===== config.mk =====
export PLATFORM = sky130hd
export DESIGN_NAME = cpa_regs
export DESIGN_NICKNAME = d
export VERILOG_FILES = /design/src/cpa_pkg.sv /design/src/cpa_acc_if.sv /design/src/cpa_regs.sv /design/src/cpa_perm_check.sv /design/src/cpa_fp_bank.sv
export SDC_FILE = /design/constraint.sdc
export NUM_CORES = 1
export LEC_CHECK = 0
export BUFFER_PORTS_ARGS = -buffer_cell sky130_fd_sc_hd__buf_4
export CORE_MARGIN = 3
export CORE_UTILIZATION = 53
export DETAILED_ROUTE_END_ITERATION = 10
export PLACE_DENSITY = 0.88
export REMOVE_ABC_BUFFERS = 1
export SYNTH_ARGS = -nofsm -noshare
export SYNTH_HDL_FRONTEND = slang
export SYNTH_SLANG_ARGS = --single-unit

===== constraint.sdc =====
create_clock -name mclk -period 1.8 [get_ports mclk]
set_input_delay 0.18 -clock mclk [delete_from_list [all_inputs] [get_ports mclk]]
set_output_delay 0.18 -clock mclk [all_outputs]
set_load 0.1 [all_outputs]

===== src/cpa_pkg.sv =====
// Shared constants and helpers for the coprocessor access permission block
// Functional notes
// - Secure privileged reads/writes permission fields; non-secure follows delegation bit.
// - Any user-mode access to the access control register raises undefined.
// - Non-secure coprocessor use also needs the delegation register permission.
// - Access control changes reach the pipeline only after the next barrier.
// - Delegation register: secure privileged read/write, non-secure privileged read-only.
// - Non-secure privileged write or any user access to delegation raises undefined.
// - Delegation bit 15 set: vector disable reads one, ignores non-secure writes.
// - Delegation bit 14 set: upper bank disable reads one, ignores non-secure writes.
// - Delegation bits 11 and 10 allow non-secure media coprocessor use; reset zero.
// - Access control register selected by opcode1 0, c1, c0, opcode2 2.
// - Delegation register selected by opcode1 0, c1, c1, opcode2 2.
// - Media registers are 32 bits; reserved numbers read zero, ignore writes.
// - Status and control register is read/write, resets to zero.
// - Exception register is read/write, resets to zero.
// - Feature registers are constants 0x01111111 and 0x10110222.
// - Identification register is read-only, fixed implementation value.
// - Status and control register accessible in any mode only when unit enabled.
// - Ident, feature and exception registers: privileged always, user never.
// - Permission field: 00 denied, 01 privileged, 11 privileged and user, 10 reserved.
// - Access control register resets to zero, media coprocessors denied.
package cpa_pkg;

    // System coprocessor selector fields
    localparam logic [2:0] SEL_OPC1          = 3'h0;
    localparam logic [3:0] SEL_CRN           = 4'h1;
    localparam logic [3:0] SEL_CRM_ACCESS    = 4'h0;
    localparam logic [3:0] SEL_CRM_DELEGATE  = 4'h1;
    localparam logic [2:0] SEL_OPC2          = 3'h2;

    // Access control register fields
    localparam int ACC_VEC_DIS_BIT   = 31;
    localparam int ACC_UPPER_DIS_BIT = 30;
    localparam int ACC_CPB_LSB       = 22;
    localparam int ACC_CPA_LSB       = 20;
    localparam logic [31:0] ACC_RST  = 32'h0000_0000;

    // Delegation register fields
    localparam int DLG_VEC_LOCK_BIT   = 15;
    localparam int DLG_UPPER_LOCK_BIT = 14;
    localparam int DLG_CPB_BIT        = 11;
    localparam int DLG_CPA_BIT        = 10;
    localparam logic [31:0] DLG_RST   = 32'h0000_0000;

    // Permission field codes
    localparam logic [1:0] PERM_DENIED = 2'h0;
    localparam logic [1:0] PERM_PRIV   = 2'h1;
    localparam logic [1:0] PERM_FULL   = 2'h3;

    // Media register numbers
    localparam logic [3:0] FP_REG_IDENT  = 4'h0;
    localparam logic [3:0] FP_REG_STATUS = 4'h1;
    localparam logic [3:0] FP_REG_FEAT1  = 4'h6;
    localparam logic [3:0] FP_REG_FEAT0  = 4'h7;
    localparam logic [3:0] FP_REG_EXC    = 4'h8;

    localparam logic [31:0] FP_STATUS_RST  = 32'h0000_0000;
    localparam logic [31:0] FP_EXC_RST     = 32'h0000_0000;
    localparam logic [31:0] MEDIA_FEAT1_VAL = 32'h0111_1111;
    localparam logic [31:0] MEDIA_FEAT0_VAL = 32'h1011_0222;
    localparam int          FP_EXC_EN_BIT  = 30;

    // Field grants the mode; reserved and denied codes grant nothing
    function automatic logic perm_allows(input logic [1:0] perm,
                                         input logic       priv);
        perm_allows = (perm == PERM_FULL) || (priv && perm == PERM_PRIV);
    endfunction

endpackage


===== src/cpa_acc_if.sv =====
// Carrier between the top and its permission and media register modules
`timescale 1ns/1ps
interface cpa_acc_if;
    logic        priv;
    logic        secure;
    logic        write;
    logic [31:0] wdata;
    logic [3:0]  fp_reg;
    logic        fp_req;
    logic [1:0]  cpa_perm;
    logic [1:0]  cpb_perm;
    logic        ns_a;
    logic        ns_b;
    logic        fp_allowed;
    logic [31:0] fp_rdata;
    logic        unit_en;

    modport top   (output priv, secure, write, wdata, fp_reg, fp_req,
                   cpa_perm, cpb_perm, ns_a, ns_b,
                   input fp_allowed, fp_rdata, unit_en);
    modport check (input priv, secure, fp_reg, cpa_perm, cpb_perm,
                   ns_a, ns_b, unit_en, output fp_allowed);
    modport bank  (input write, wdata, fp_reg, fp_req, fp_allowed,
                   output fp_rdata, unit_en);
endinterface


===== src/cpa_regs.sv =====
// Coprocessor access control, delegation and media register permissions
`timescale 1ns/1ps
module cpa_regs #(
    // Arbitrary identification value
    parameter logic [31:0] FP_IDENT = 32'h5A00_0001
) (
    input  wire logic        mclk,
    input  wire logic        rst,
    input  wire logic        req_valid,
    input  wire logic        req_write,
    input  wire logic        req_secure,
    input  wire logic        req_priv,
    input  wire logic        req_sys,
    input  wire logic [2:0]  req_opc1,
    input  wire logic [3:0]  req_crn,
    input  wire logic [3:0]  req_crm,
    input  wire logic [2:0]  req_opc2,
    input  wire logic        req_fp,
    input  wire logic [3:0]  req_fp_reg,
    input  wire logic [31:0] req_wdata,
    input  wire logic        instr_sync_barrier,
    output logic             rsp_valid,
    output logic             rsp_undef,
    output logic [31:0]      rsp_rdata,
    output logic [1:0]       fp_coproc_a_perm,
    output logic [1:0]       fp_coproc_b_perm,
    output logic             fp_coproc_a_nonsecure,
    output logic             fp_coproc_b_nonsecure,
    output logic             vector_ext_disable_s,
    output logic             vector_ext_disable_ns,
    output logic             upper_bank_disable_s,
    output logic             upper_bank_disable_ns,
    output logic             fp_unit_enable,
    output logic             access_sync_pending
);
    import cpa_pkg::*;

    typedef enum logic [1:0] {
        SYNC_CLEAN   = 2'b01,
        SYNC_PENDING = 2'b10
    } cpa_sync_t;

    cpa_acc_if acc ();

    // Live access control fields
    logic       vec_dis_reg;
    logic       upper_dis_reg;
    logic [1:0] cpa_perm_reg;
    logic [1:0] cpb_perm_reg;
    // Delegation fields
    logic       vec_lock_reg;
    logic       upper_lock_reg;
    logic       ns_a_reg;
    logic       ns_b_reg;
    // Copies the pipeline sees, refreshed at each barrier
    logic       eff_vec_dis_reg;
    logic       eff_upper_dis_reg;
    logic [1:0] eff_cpa_perm_reg;
    logic [1:0] eff_cpb_perm_reg;

    cpa_sync_t   sync_reg;
    cpa_sync_t   sync_next;

    logic        rsp_valid_reg;
    logic        rsp_undef_reg;
    logic [31:0] rsp_rdata_reg;

    logic        sel_match;
    logic        sel_access;
    logic        sel_delegate;
    logic        sel_other;
    logic        fp_go;
    logic        access_refused;
    logic        delegate_refused;
    logic        access_wr;
    logic        delegate_wr;
    logic        undef_now;
    logic [31:0] access_view;
    logic [31:0] delegate_view;
    logic [31:0] rdata_now;

    // Decode of the system coprocessor selector
    assign sel_match    = req_valid && req_sys && req_opc1 == SEL_OPC1 &&
                          req_crn == SEL_CRN && req_opc2 == SEL_OPC2;
    assign sel_access   = sel_match && req_crm == SEL_CRM_ACCESS;
    assign sel_delegate = sel_match && req_crm == SEL_CRM_DELEGATE;
    assign sel_other    = req_valid && req_sys && !sel_access &&
                          !sel_delegate;
    assign fp_go        = req_valid && req_fp && !req_sys;

    // Mode is taken from the request of this very cycle
    assign access_refused   = !req_priv;
    assign delegate_refused = !req_priv || (!req_secure && req_write);

    assign access_wr   = sel_access && req_write && !access_refused;
    assign delegate_wr = sel_delegate && req_write && !delegate_refused;

    // Media transfers go through the permission and bank modules
    assign acc.priv     = req_priv;
    assign acc.secure   = req_secure;
    assign acc.write    = req_write;
    assign acc.wdata    = req_wdata;
    assign acc.fp_reg   = req_fp_reg;
    assign acc.fp_req   = fp_go;
    // Media checks use the post-barrier copy, as the pipeline does
    assign acc.cpa_perm = eff_cpa_perm_reg;
    assign acc.cpb_perm = eff_cpb_perm_reg;
    assign acc.ns_a     = ns_a_reg;
    assign acc.ns_b     = ns_b_reg;

    cpa_perm_check u_check (
        .acc (acc.check)
    );

    cpa_fp_bank #(
        .FP_IDENT (FP_IDENT)
    ) u_bank (
        .mclk (mclk),
        .rst  (rst),
        .acc  (acc.bank)
    );

    // Secure privileged: all fields. Non-secure privileged: per delegation.
    always_ff @(posedge mclk) begin
        if (rst) begin
            cpa_perm_reg <= ACC_RST[ACC_CPA_LSB +: 2];
            cpb_perm_reg <= ACC_RST[ACC_CPB_LSB +: 2];
        end else if (access_wr) begin
            if (req_secure || ns_a_reg) begin
                cpa_perm_reg <= req_wdata[ACC_CPA_LSB +: 2];
            end
            if (req_secure || ns_b_reg) begin
                cpb_perm_reg <= req_wdata[ACC_CPB_LSB +: 2];
            end
        end
    end

    always_ff @(posedge mclk) begin
        if (rst) begin
            vec_dis_reg   <= ACC_RST[ACC_VEC_DIS_BIT];
            upper_dis_reg <= ACC_RST[ACC_UPPER_DIS_BIT];
        end else if (access_wr) begin
            if (req_secure || !vec_lock_reg) begin
                vec_dis_reg <= req_wdata[ACC_VEC_DIS_BIT];
            end
            if (req_secure || !upper_lock_reg) begin
                upper_dis_reg <= req_wdata[ACC_UPPER_DIS_BIT];
            end
        end
    end

    always_ff @(posedge mclk) begin
        if (rst) begin
            vec_lock_reg   <= DLG_RST[DLG_VEC_LOCK_BIT];
            upper_lock_reg <= DLG_RST[DLG_UPPER_LOCK_BIT];
            ns_a_reg       <= DLG_RST[DLG_CPA_BIT];
            ns_b_reg       <= DLG_RST[DLG_CPB_BIT];
        end else if (delegate_wr) begin
            vec_lock_reg   <= req_wdata[DLG_VEC_LOCK_BIT];
            upper_lock_reg <= req_wdata[DLG_UPPER_LOCK_BIT];
            ns_a_reg       <= req_wdata[DLG_CPA_BIT];
            ns_b_reg       <= req_wdata[DLG_CPB_BIT];
        end
    end

    // Barrier copies the live value; a write in the same cycle
    // lands in the live register and waits for the next barrier
    always_ff @(posedge mclk) begin
        if (rst) begin
            eff_vec_dis_reg   <= ACC_RST[ACC_VEC_DIS_BIT];
            eff_upper_dis_reg <= ACC_RST[ACC_UPPER_DIS_BIT];
            eff_cpa_perm_reg  <= ACC_RST[ACC_CPA_LSB +: 2];
            eff_cpb_perm_reg  <= ACC_RST[ACC_CPB_LSB +: 2];
        end else if (instr_sync_barrier) begin
            eff_vec_dis_reg   <= vec_dis_reg;
            eff_upper_dis_reg <= upper_dis_reg;
            eff_cpa_perm_reg  <= cpa_perm_reg;
            eff_cpb_perm_reg  <= cpb_perm_reg;
        end
    end

    // Tracks a write not yet made visible; write wins over barrier
    always_comb begin
        sync_next = sync_reg;
        unique case (sync_reg)
            SYNC_CLEAN: begin
                if (access_wr) begin
                    sync_next = SYNC_PENDING;
                end
            end
            SYNC_PENDING: begin
                if (instr_sync_barrier && !access_wr) begin
                    sync_next = SYNC_CLEAN;
                end
            end
        endcase
    end

    always_ff @(posedge mclk) begin
        if (rst) begin
            sync_reg <= SYNC_CLEAN;
        end else begin
            sync_reg <= sync_next;
        end
    end

    // Read views seen by the requesting state
    always_comb begin
        access_view = 32'h0000_0000;
        access_view[ACC_VEC_DIS_BIT] = vec_dis_reg ||
                                       (!req_secure && vec_lock_reg);
        access_view[ACC_UPPER_DIS_BIT] = upper_dis_reg ||
                                         (!req_secure && upper_lock_reg);
        if (req_secure || ns_a_reg) begin
            access_view[ACC_CPA_LSB +: 2] = cpa_perm_reg;
        end
        if (req_secure || ns_b_reg) begin
            access_view[ACC_CPB_LSB +: 2] = cpb_perm_reg;
        end
    end

    always_comb begin
        delegate_view = 32'h0000_0000;
        delegate_view[DLG_VEC_LOCK_BIT]   = vec_lock_reg;
        delegate_view[DLG_UPPER_LOCK_BIT] = upper_lock_reg;
        delegate_view[DLG_CPA_BIT]        = ns_a_reg;
        delegate_view[DLG_CPB_BIT]        = ns_b_reg;
    end

    // One undefined flag per refused instruction, read data forced to zero
    always_comb begin
        undef_now = 1'b0;
        rdata_now = 32'h0000_0000;
        if (sel_access) begin
            undef_now = access_refused;
            if (!access_refused && !req_write) begin
                rdata_now = access_view;
            end
        end else if (sel_delegate) begin
            undef_now = delegate_refused;
            if (!delegate_refused && !req_write) begin
                rdata_now = delegate_view;
            end
        end else if (fp_go) begin
            undef_now = !acc.fp_allowed;
            if (acc.fp_allowed && !req_write) begin
                rdata_now = acc.fp_rdata;
            end
        end
    end

    always_ff @(posedge mclk) begin
        if (rst) begin
            rsp_valid_reg <= 1'b0;
            rsp_undef_reg <= 1'b0;
        end else begin
            rsp_valid_reg <= sel_access || sel_delegate || sel_other ||
                             fp_go;
            rsp_undef_reg <= undef_now;
        end
    end

    always_ff @(posedge mclk) begin
        if (rst) begin
            rsp_rdata_reg <= 32'h0000_0000;
        end else begin
            rsp_rdata_reg <= rdata_now;
        end
    end

    assign rsp_valid = rsp_valid_reg;
    assign rsp_undef = rsp_undef_reg;
    assign rsp_rdata = rsp_rdata_reg;

    // Pipeline view; non-secure state sees locked disable bits as one
    assign fp_coproc_a_perm      = eff_cpa_perm_reg;
    assign fp_coproc_b_perm      = eff_cpb_perm_reg;
    assign fp_coproc_a_nonsecure = ns_a_reg;
    assign fp_coproc_b_nonsecure = ns_b_reg;
    assign vector_ext_disable_s  = eff_vec_dis_reg;
    assign vector_ext_disable_ns = eff_vec_dis_reg || vec_lock_reg;
    assign upper_bank_disable_s  = eff_upper_dis_reg;
    assign upper_bank_disable_ns = eff_upper_dis_reg || upper_lock_reg;
    assign fp_unit_enable        = acc.unit_en;
    assign access_sync_pending   = sync_reg == SYNC_PENDING;

endmodule


===== src/cpa_perm_check.sv =====
// Permission decision for media system register transfers
`timescale 1ns/1ps
module cpa_perm_check (
    cpa_acc_if.check acc
);
    import cpa_pkg::*;

    logic coproc_ok;
    logic reg_ok;

    always_comb begin
        // Both coprocessor numbers must grant the mode
        coproc_ok = perm_allows(acc.cpa_perm, acc.priv) &&
                    perm_allows(acc.cpb_perm, acc.priv);
        if (!acc.secure) begin
            coproc_ok = coproc_ok && acc.ns_a && acc.ns_b;
        end
        unique case (acc.fp_reg)
            FP_REG_STATUS: reg_ok = acc.unit_en;
            FP_REG_IDENT,
            FP_REG_FEAT1,
            FP_REG_FEAT0,
            FP_REG_EXC:    reg_ok = acc.priv;
            // Reserved numbers answer as zero rather than trap
            default:       reg_ok = 1'b1;
        endcase
    end

    assign acc.fp_allowed = coproc_ok && reg_ok;

endmodule


===== src/cpa_fp_bank.sv =====
// Media system register bank: two stored registers and three constants
`timescale 1ns/1ps
module cpa_fp_bank #(
    // Arbitrary identification value
    parameter logic [31:0] FP_IDENT = 32'h5A00_0001
) (
    input  wire logic mclk,
    input  wire logic rst,
    cpa_acc_if.bank   acc
);
    import cpa_pkg::*;

    logic [31:0] fp_status_control_reg;
    logic [31:0] fp_exception_ctrl_reg;
    logic        wr_ok;

    // Refused writes never reach the storage
    assign wr_ok = acc.fp_req && acc.fp_allowed && acc.write;

    always_ff @(posedge mclk) begin
        if (rst) begin
            fp_status_control_reg <= FP_STATUS_RST;
        end else if (wr_ok && acc.fp_reg == FP_REG_STATUS) begin
            fp_status_control_reg <= acc.wdata;
        end
    end

    always_ff @(posedge mclk) begin
        if (rst) begin
            fp_exception_ctrl_reg <= FP_EXC_RST;
        end else if (wr_ok && acc.fp_reg == FP_REG_EXC) begin
            fp_exception_ctrl_reg <= acc.wdata;
        end
    end

    assign acc.unit_en = fp_exception_ctrl_reg[FP_EXC_EN_BIT];

    always_comb begin
        unique case (acc.fp_reg)
            FP_REG_IDENT:  acc.fp_rdata = FP_IDENT;
            FP_REG_STATUS: acc.fp_rdata = fp_status_control_reg;
            FP_REG_FEAT1:  acc.fp_rdata = MEDIA_FEAT1_VAL;
            FP_REG_FEAT0:  acc.fp_rdata = MEDIA_FEAT0_VAL;
            FP_REG_EXC:    acc.fp_rdata = fp_exception_ctrl_reg;
            default:       acc.fp_rdata = 32'h0000_0000;
        endcase
    end

endmodule


**After elaboration in Yosys (flattened, before gate mapping)**

Index checks and enable logic that the tools add are counted.

- Bits in registers: 116
- Bits of input ports: 59
- Output and inout bits: 46
- Logic and storage cells: 115

- Equal/unequal tests: 15
- Multiplexer cells: 17
- Reductions and logical operators: 65

Operators by type and width:

| kind | count |
|---|---|
| two-way mux 32 bit | 5 |
| one-hot mux 32 bit (5 select lines) | 1 |
| logical AND 1 bit | 31 |
| two-way mux 16 bit | 1 |
| logical OR 1 bit | 14 |
| == test 4 x 1 -> 1 bit, second input constant | 3 |
| zero test 1 bit | 11 |
| AND reduction 2 bit | 5 |
| == test 4 x 3 -> 1 bit, second input constant | 2 |
| zero test 4 bit | 2 |
| two-way mux 2 bit | 4 |
| == test 2 x 1 -> 1 bit, second input constant | 3 |
| == test 2 bit, second input constant | 3 |
| == test 4 bit, second input constant | 1 |
| two-way mux 1 bit | 4 |
| one-hot mux 2 bit (2 select lines) | 1 |
| OR reduction 4 bit | 1 |
| == test 3 x 2 -> 1 bit, second input constant | 1 |
| zero test 3 bit | 1 |
| != test 2 x 1 -> 1 bit, second input constant | 1 |
| != test 2 bit, second input constant | 1 |
| one-hot mux 1 bit (2 select lines) | 1 |

**Longest topological paths before layout**

- Depth after elaboration: 13
- Depth in mapped cells: 8
- Gate-level depth less buffers: 5

**Hierarchy**

Synthesis repeated with hierarchy kept, for this count alone.

- Cells, all modules: 501
- Area total of the unflattened synthesis: 5091.1 sq um

By module, submodules not included:

| module | instances | cells each | area each (sq um) | seq. area each (sq um) |
|---|---|---|---|---|
| cpa_fp_bank | 1 | 315 | 3161.8 | 1281.2 |
| cpa_regs | 1 | 178 | 1875.5 | 1041.0 |
| cpa_perm_check | 1 | 8 | 53.8 | 0.0 |

**Worst setup path before layout**

Ideal clock, no wire load.

- Path kind: flip-flop to flip-flop
- Start point: register ns_a_reg (netlist: fp_coproc_a_nonsecure)
- End point: register rsp_rdata_reg[30] (netlist: rsp_rdata[30])
- Setup time: 0.087 ns
- Arrival time: 2.308 ns
- Required time: 1.713 ns
- Slack: -0.596 ns
- Stages on the path, launching flop included: 7
- Buffers on the path: 1
- Clock period less this slack: 2.396 ns
- Path through: dfxtp_1 -> a21oi_1 -> nor3_4 -> nand3_2 -> or3_1 -> buf_2 -> o31ai_1

- Cells in the longest elaborated chain, start to end: 9

Ends and longest elaborated chain:

| element | line | source |
|---|---|---|
| from (decl) | cpa_regs.sv:53 | `logic ns_a_reg;` |
| from (signal assigned) | cpa_regs.sv:156 | `ns_a_reg <= DLG_RST[DLG_CPA_BIT];` |
| from (signal assigned) | cpa_regs.sv:161 | `ns_a_reg <= req_wdata[DLG_CPA_BIT];` |
| logical AND 1 bit (2 in series) | cpa_perm_check.sv:16 | `coproc_ok = coproc_ok && acc.ns_a && acc.ns_b;` |
| two-way mux 1 bit | cpa_perm_check.sv:15 | `if (!acc.secure) begin` |
| logical AND 1 bit | cpa_perm_check.sv:29 | `assign acc.fp_allowed = coproc_ok && reg_ok;` |
| logical AND 1 bit | cpa_regs.sv:246 | `if (acc.fp_allowed && !req_write) begin` |
| two-way mux 32 bit | cpa_regs.sv:246 |  |
| two-way mux 32 bit | cpa_regs.sv:244 | `end else if (fp_go) begin` |
| two-way mux 32 bit | cpa_regs.sv:239 | `end else if (sel_delegate) begin` |
| two-way mux 32 bit | cpa_regs.sv:234 | `if (sel_access) begin` |
| to (signal assigned) | cpa_regs.sv:267 | `rsp_rdata_reg <= rdata_now;` |
| to (decl) | cpa_regs.sv:66 | `logic [31:0] rsp_rdata_reg;` |

No other way between the ends.
A chain may end at the register's enable or synchronous reset.

**Final worst setup path**

- Start point: register eff_cpb_perm_reg[1] (netlist: fp_coproc_b_perm[1])
- End point: register rsp_rdata_reg[25] (netlist: rsp_rdata[25])

- Cells in the longest elaborated chain, start to end: 13
- Elaborated cells on any way between the ends: 14
- Those cells by class: eq/ne (2); mux (5); reduce/logical (7)

Ends and longest elaborated chain:

| element | line | source |
|---|---|---|
| from (decl) | cpa_regs.sv:59 | `logic [1:0] eff_cpb_perm_reg;` |
| from (signal assigned) | cpa_regs.sv:173 | `eff_cpb_perm_reg <= ACC_RST[ACC_CPB_LSB +: 2];` |
| from (signal assigned) | cpa_regs.sv:178 | `eff_cpb_perm_reg <= cpb_perm_reg;` |
| == test 2 x 1 -> 1 bit | cpa_pkg.sv:67 | `perm_allows = (perm == PERM_FULL) \|\| (priv && perm == PERM_PRIV);` |
| logical AND 1 bit | cpa_pkg.sv:67 |  |
| logical OR 1 bit (*) | cpa_pkg.sv:67 |  |
| logical AND 1 bit (*) | cpa_perm_check.sv:13 | `coproc_ok = perm_allows(acc.cpa_perm, acc.priv) &&` |
| logical AND 1 bit (2 in series) | cpa_perm_check.sv:16 |  |
| two-way mux 1 bit (*) | cpa_perm_check.sv:15 |  |
| logical AND 1 bit (*) | cpa_perm_check.sv:29 |  |
| logical AND 1 bit (*) | cpa_regs.sv:246 |  |
| two-way mux 32 bit (*) | cpa_regs.sv:246 |  |
| two-way mux 32 bit (*) | cpa_regs.sv:244 |  |
| two-way mux 32 bit (*) | cpa_regs.sv:239 |  |
| two-way mux 32 bit (*) | cpa_regs.sv:234 |  |

Every way passes the cells marked *; elsewhere a longest branch is shown, timed or not.

==> results.md <==
- Status: finished, final reports clean
- Detailed placer's ending HPWL: between 8000 and 9000 um
- GRT overflow: 0
- Hold Fails Final Rpt: 0
- Reg area: 2323 sq um
- Avg Inst Size Synth: between 9 and 10 sq um
- Cell taking the most area after synthesis: dfxtp_1
- Top cells by area, synth: dfxtp_1, mux2i_1, nand2_1
- Antenna cells: 0
- Drt drc: 0
- CTS root buf: clkbuf_8
- Synthesis Warnings: 0
- Register-to-Register Path Depth: 6
- Combined area of the multi-input logic cells: 2127 sq um
- Ys flop type: dfxtp_1
- Final Max Slew Viols: 0
- Final wirelength: 13,510 um
- Crit Reg-Reg Startpoint: fp_coproc_b_perm[1]
- Via density: roughly 5.7
- CTS H-tree depth: 4
- CTS tree: done
- Synth Cell Area: 4629 sq um
- Setup WS pre-CTS: -0.03764 ns
- I/O pin total: between 100 and 150
- Synth async-reset ratio: 0%
- Worst vdd ir: around 0.72 mV
- Worst slew margin: 52.37%
- Filler cells: 537
- Sink Count: about 120
- Clock-pin transition on the worst setup and hold timing paths: roughly 0.06 ns
- Clock skew: ~0.0057 ns
- Min-delay src: instr_sync_barrier
- Die footprint: about 10000 sq um
- Detail Route Antenna Nets: 0
- DR iter-0 viols: roughly 260
- Max_cap viols: 0
- Largest fanout on the critical path: 10
- Post-synth EDFFs: 0
- Clock latency on the worst-skew pair: ~0.52 ns
- PortBufs: between 100 and 150
- Largest net degree at the start of global routing: 43
- Syn-to-layout area delta: 41.08%
- Routability Congestion: between 0.8 and 0.9
- Die X: between 90 and 100 um
- Total track usage: between 20% and 30%
- First-pass GRT wire length: around 21,000 um
- R2R setup slack: approximately 0.042 ns
- Synth top area share: 50.16%
- Final worst slack: between 0.04 and 0.05 ns
- Post-synthesis cell type count: between 40 and 50
- Starting Density: a little under three fifths
- Clock Tree Buf Depth: 2
- Yosys reg bits: 116
- Worst slew pin tran: roughly 0.7 ns
- Critical path type: flip-flop to flip-flop
- Static Leakage: ~2.8 nW
- Core box area: between 8000 and 9000 sq um
- Cells after Synth: roughly 500
- Drt pass-1 iters: 5
- Pwr Density: between 900 and 1000 nW/um^2
- CP Launch Type: flip-flop
- Initial antenna violation count: 0
- Vias in the first global route: approximately 4,400
- Hold Crit Class: input pin to flip-flop
- CP arrival: about 2.2 ns
- Setup violations, final: 0
- F_max: about 0.57 GHz
- WL/cell: around 17 um
- Post-synthesis sequential area ratio: around 50%
- FF-to-FF End: rsp_rdata[25]
- Top cells by count, synth: dfxtp_1, nand2_1, nor2_1, a21oi_1, mux2i_1
- Count leader, synth: dfxtp_1
- Die Height: just under 100 um
- WHS Endpoint: fp_coproc_a_perm[0]
- Final core utilization: between 70% and 80%
- Required @ worst endpoint: roughly 2.2 ns
- Share of cells above drive strength 1: between 20% and 30%
- Final min period: approximately 1.8 ns
- Fin nets: approximately 730
- CP endpoint kind: flip-flop
- Worst Hold Path Cells: 3
- Vias post-DR: between 4,000 and 5,000
- Row cnt: 33
- Final Cycle Share: between 90% and 100%
- TritonCTS Buffers: 17
cell type report:
type                            count  share of cell area [%]
Inverter                            6                  0.3448
Sequential cell                   116                   35.57
Timing Repair Buffer              171                   21.13
Clock inverter                     11                   1.705
Tap cell                          105                   2.011
Multi-Input combinational cell    354                   32.57
Clock buffer                       20                   6.667
cells in the final DEF (no fill, tap or decap), drive strengths merged, types with 2 or more instances in the layout:
cell and instances:
a21boi 2, a21o 2, a21oi 54, a22o 9, a22oi 18, and3 2
buf 134, bufinv 2, clkbuf 20, clkinv 9, dfxtp 116, dlygate4sd3 37
inv 5, mux2i 48, nand2 81, nand3 5, nand3b 4, nand4 4
nor2 73, nor2b 6, nor3 3, nor3b 2, nor4 8, nor4b 4
o21ai 11, or2 2, or3 6
logic make-up (layout without fill, tap and decap cells):
kind of cell / after synthesis / count (layout) / share of synthesized area, %
AO/OA/AOI/OAI: 101 / 101 / 13.32
flip-flops: 116 / 116 / 50.16
multiplexers: 48 / 48 / 10.38
buffers and inverters: 39 / 208 / 4.270
AND/OR/NAND/NOR: 205 / 205 / 21.87
worst max-delay path: stages, from the launching register on:
cell and delay [ns]:
dfxtp_1 0.41, a21oi_1 0.14, nor2b_1 0.20, nand3_2 0.13, a2111o_1 0.34, buf_4 0.19, nor4_1 0.26
where the power goes:
part	internal [mW]	switching [mW]	total, mW	leakage (nW)
Combinational	0.179	0.183	0.362	1.60
Clock	1.98	1.14	3.11	0.274
Sequential	2.57	0.000592	2.57	0.935
Total	4.73	1.32	6.05	2.81
per-layer routing:
| layer | routed length [um] | vias up | share of wire, % | GRT usage [%] |
|---|---|---|---|---|
| met1 | 5135 | 2141 | 38 | 31.27 |
| met4 | 195 | 0 | 1.4 | 9.454 |
| li1 | - | 2074 | - | - |
| met5 | 0 | - | 0 | 0 |
| met2 | 7138 | 229 | 53 | 48.71 |
| met3 | 1038 | 24 | 7.7 | 6.872 |
stage by stage:
step	cells	total power, mW	area, sq um	hold slack, ns	TNS, ns
2_1_floorplan	476	2.703	4454	0.2491	-70.71
3_3_place_gp	714	2.903	5584	0.4220	0
3_5_place_dp	714	2.910	5584	0.4337	-0.3223
4_1_cts	782	6.042	6513	0.02464	0
5_1_grt	783	6.191	6531	0.03192	-0.05067
6_report	783	6.047	6531	0.03313	0
how the worst max path moves through the flow:
stage,start,to,cells past startpoint
floorplan,fp_coproc_a_nonsecure,u_bank.fp_exception_ctrl_reg[0],5
detailed placement,req_opc1[1],cpb_perm_reg[1],6
global placement,req_fp_reg[3],rsp_rdata[30],6
finish,fp_coproc_b_perm[1],rsp_rdata[25],6
CTS,fp_coproc_b_perm[1],u_bank.fp_status_control_reg[8],7
global route,fp_coproc_a_perm[0],u_bank.fp_exception_ctrl_reg[9],6
what timing repair did:
action                                  CTS  global route
setup buffers                             0             1
endpoints found under the hold margin    77             0
gates cloned                              0             0
gates resized for setup                   2             4
endpoints found under the setup margin   23            28
hold buffers                             37             0
pin swaps                                 1             2
Power figures use the tool's default switching activity.
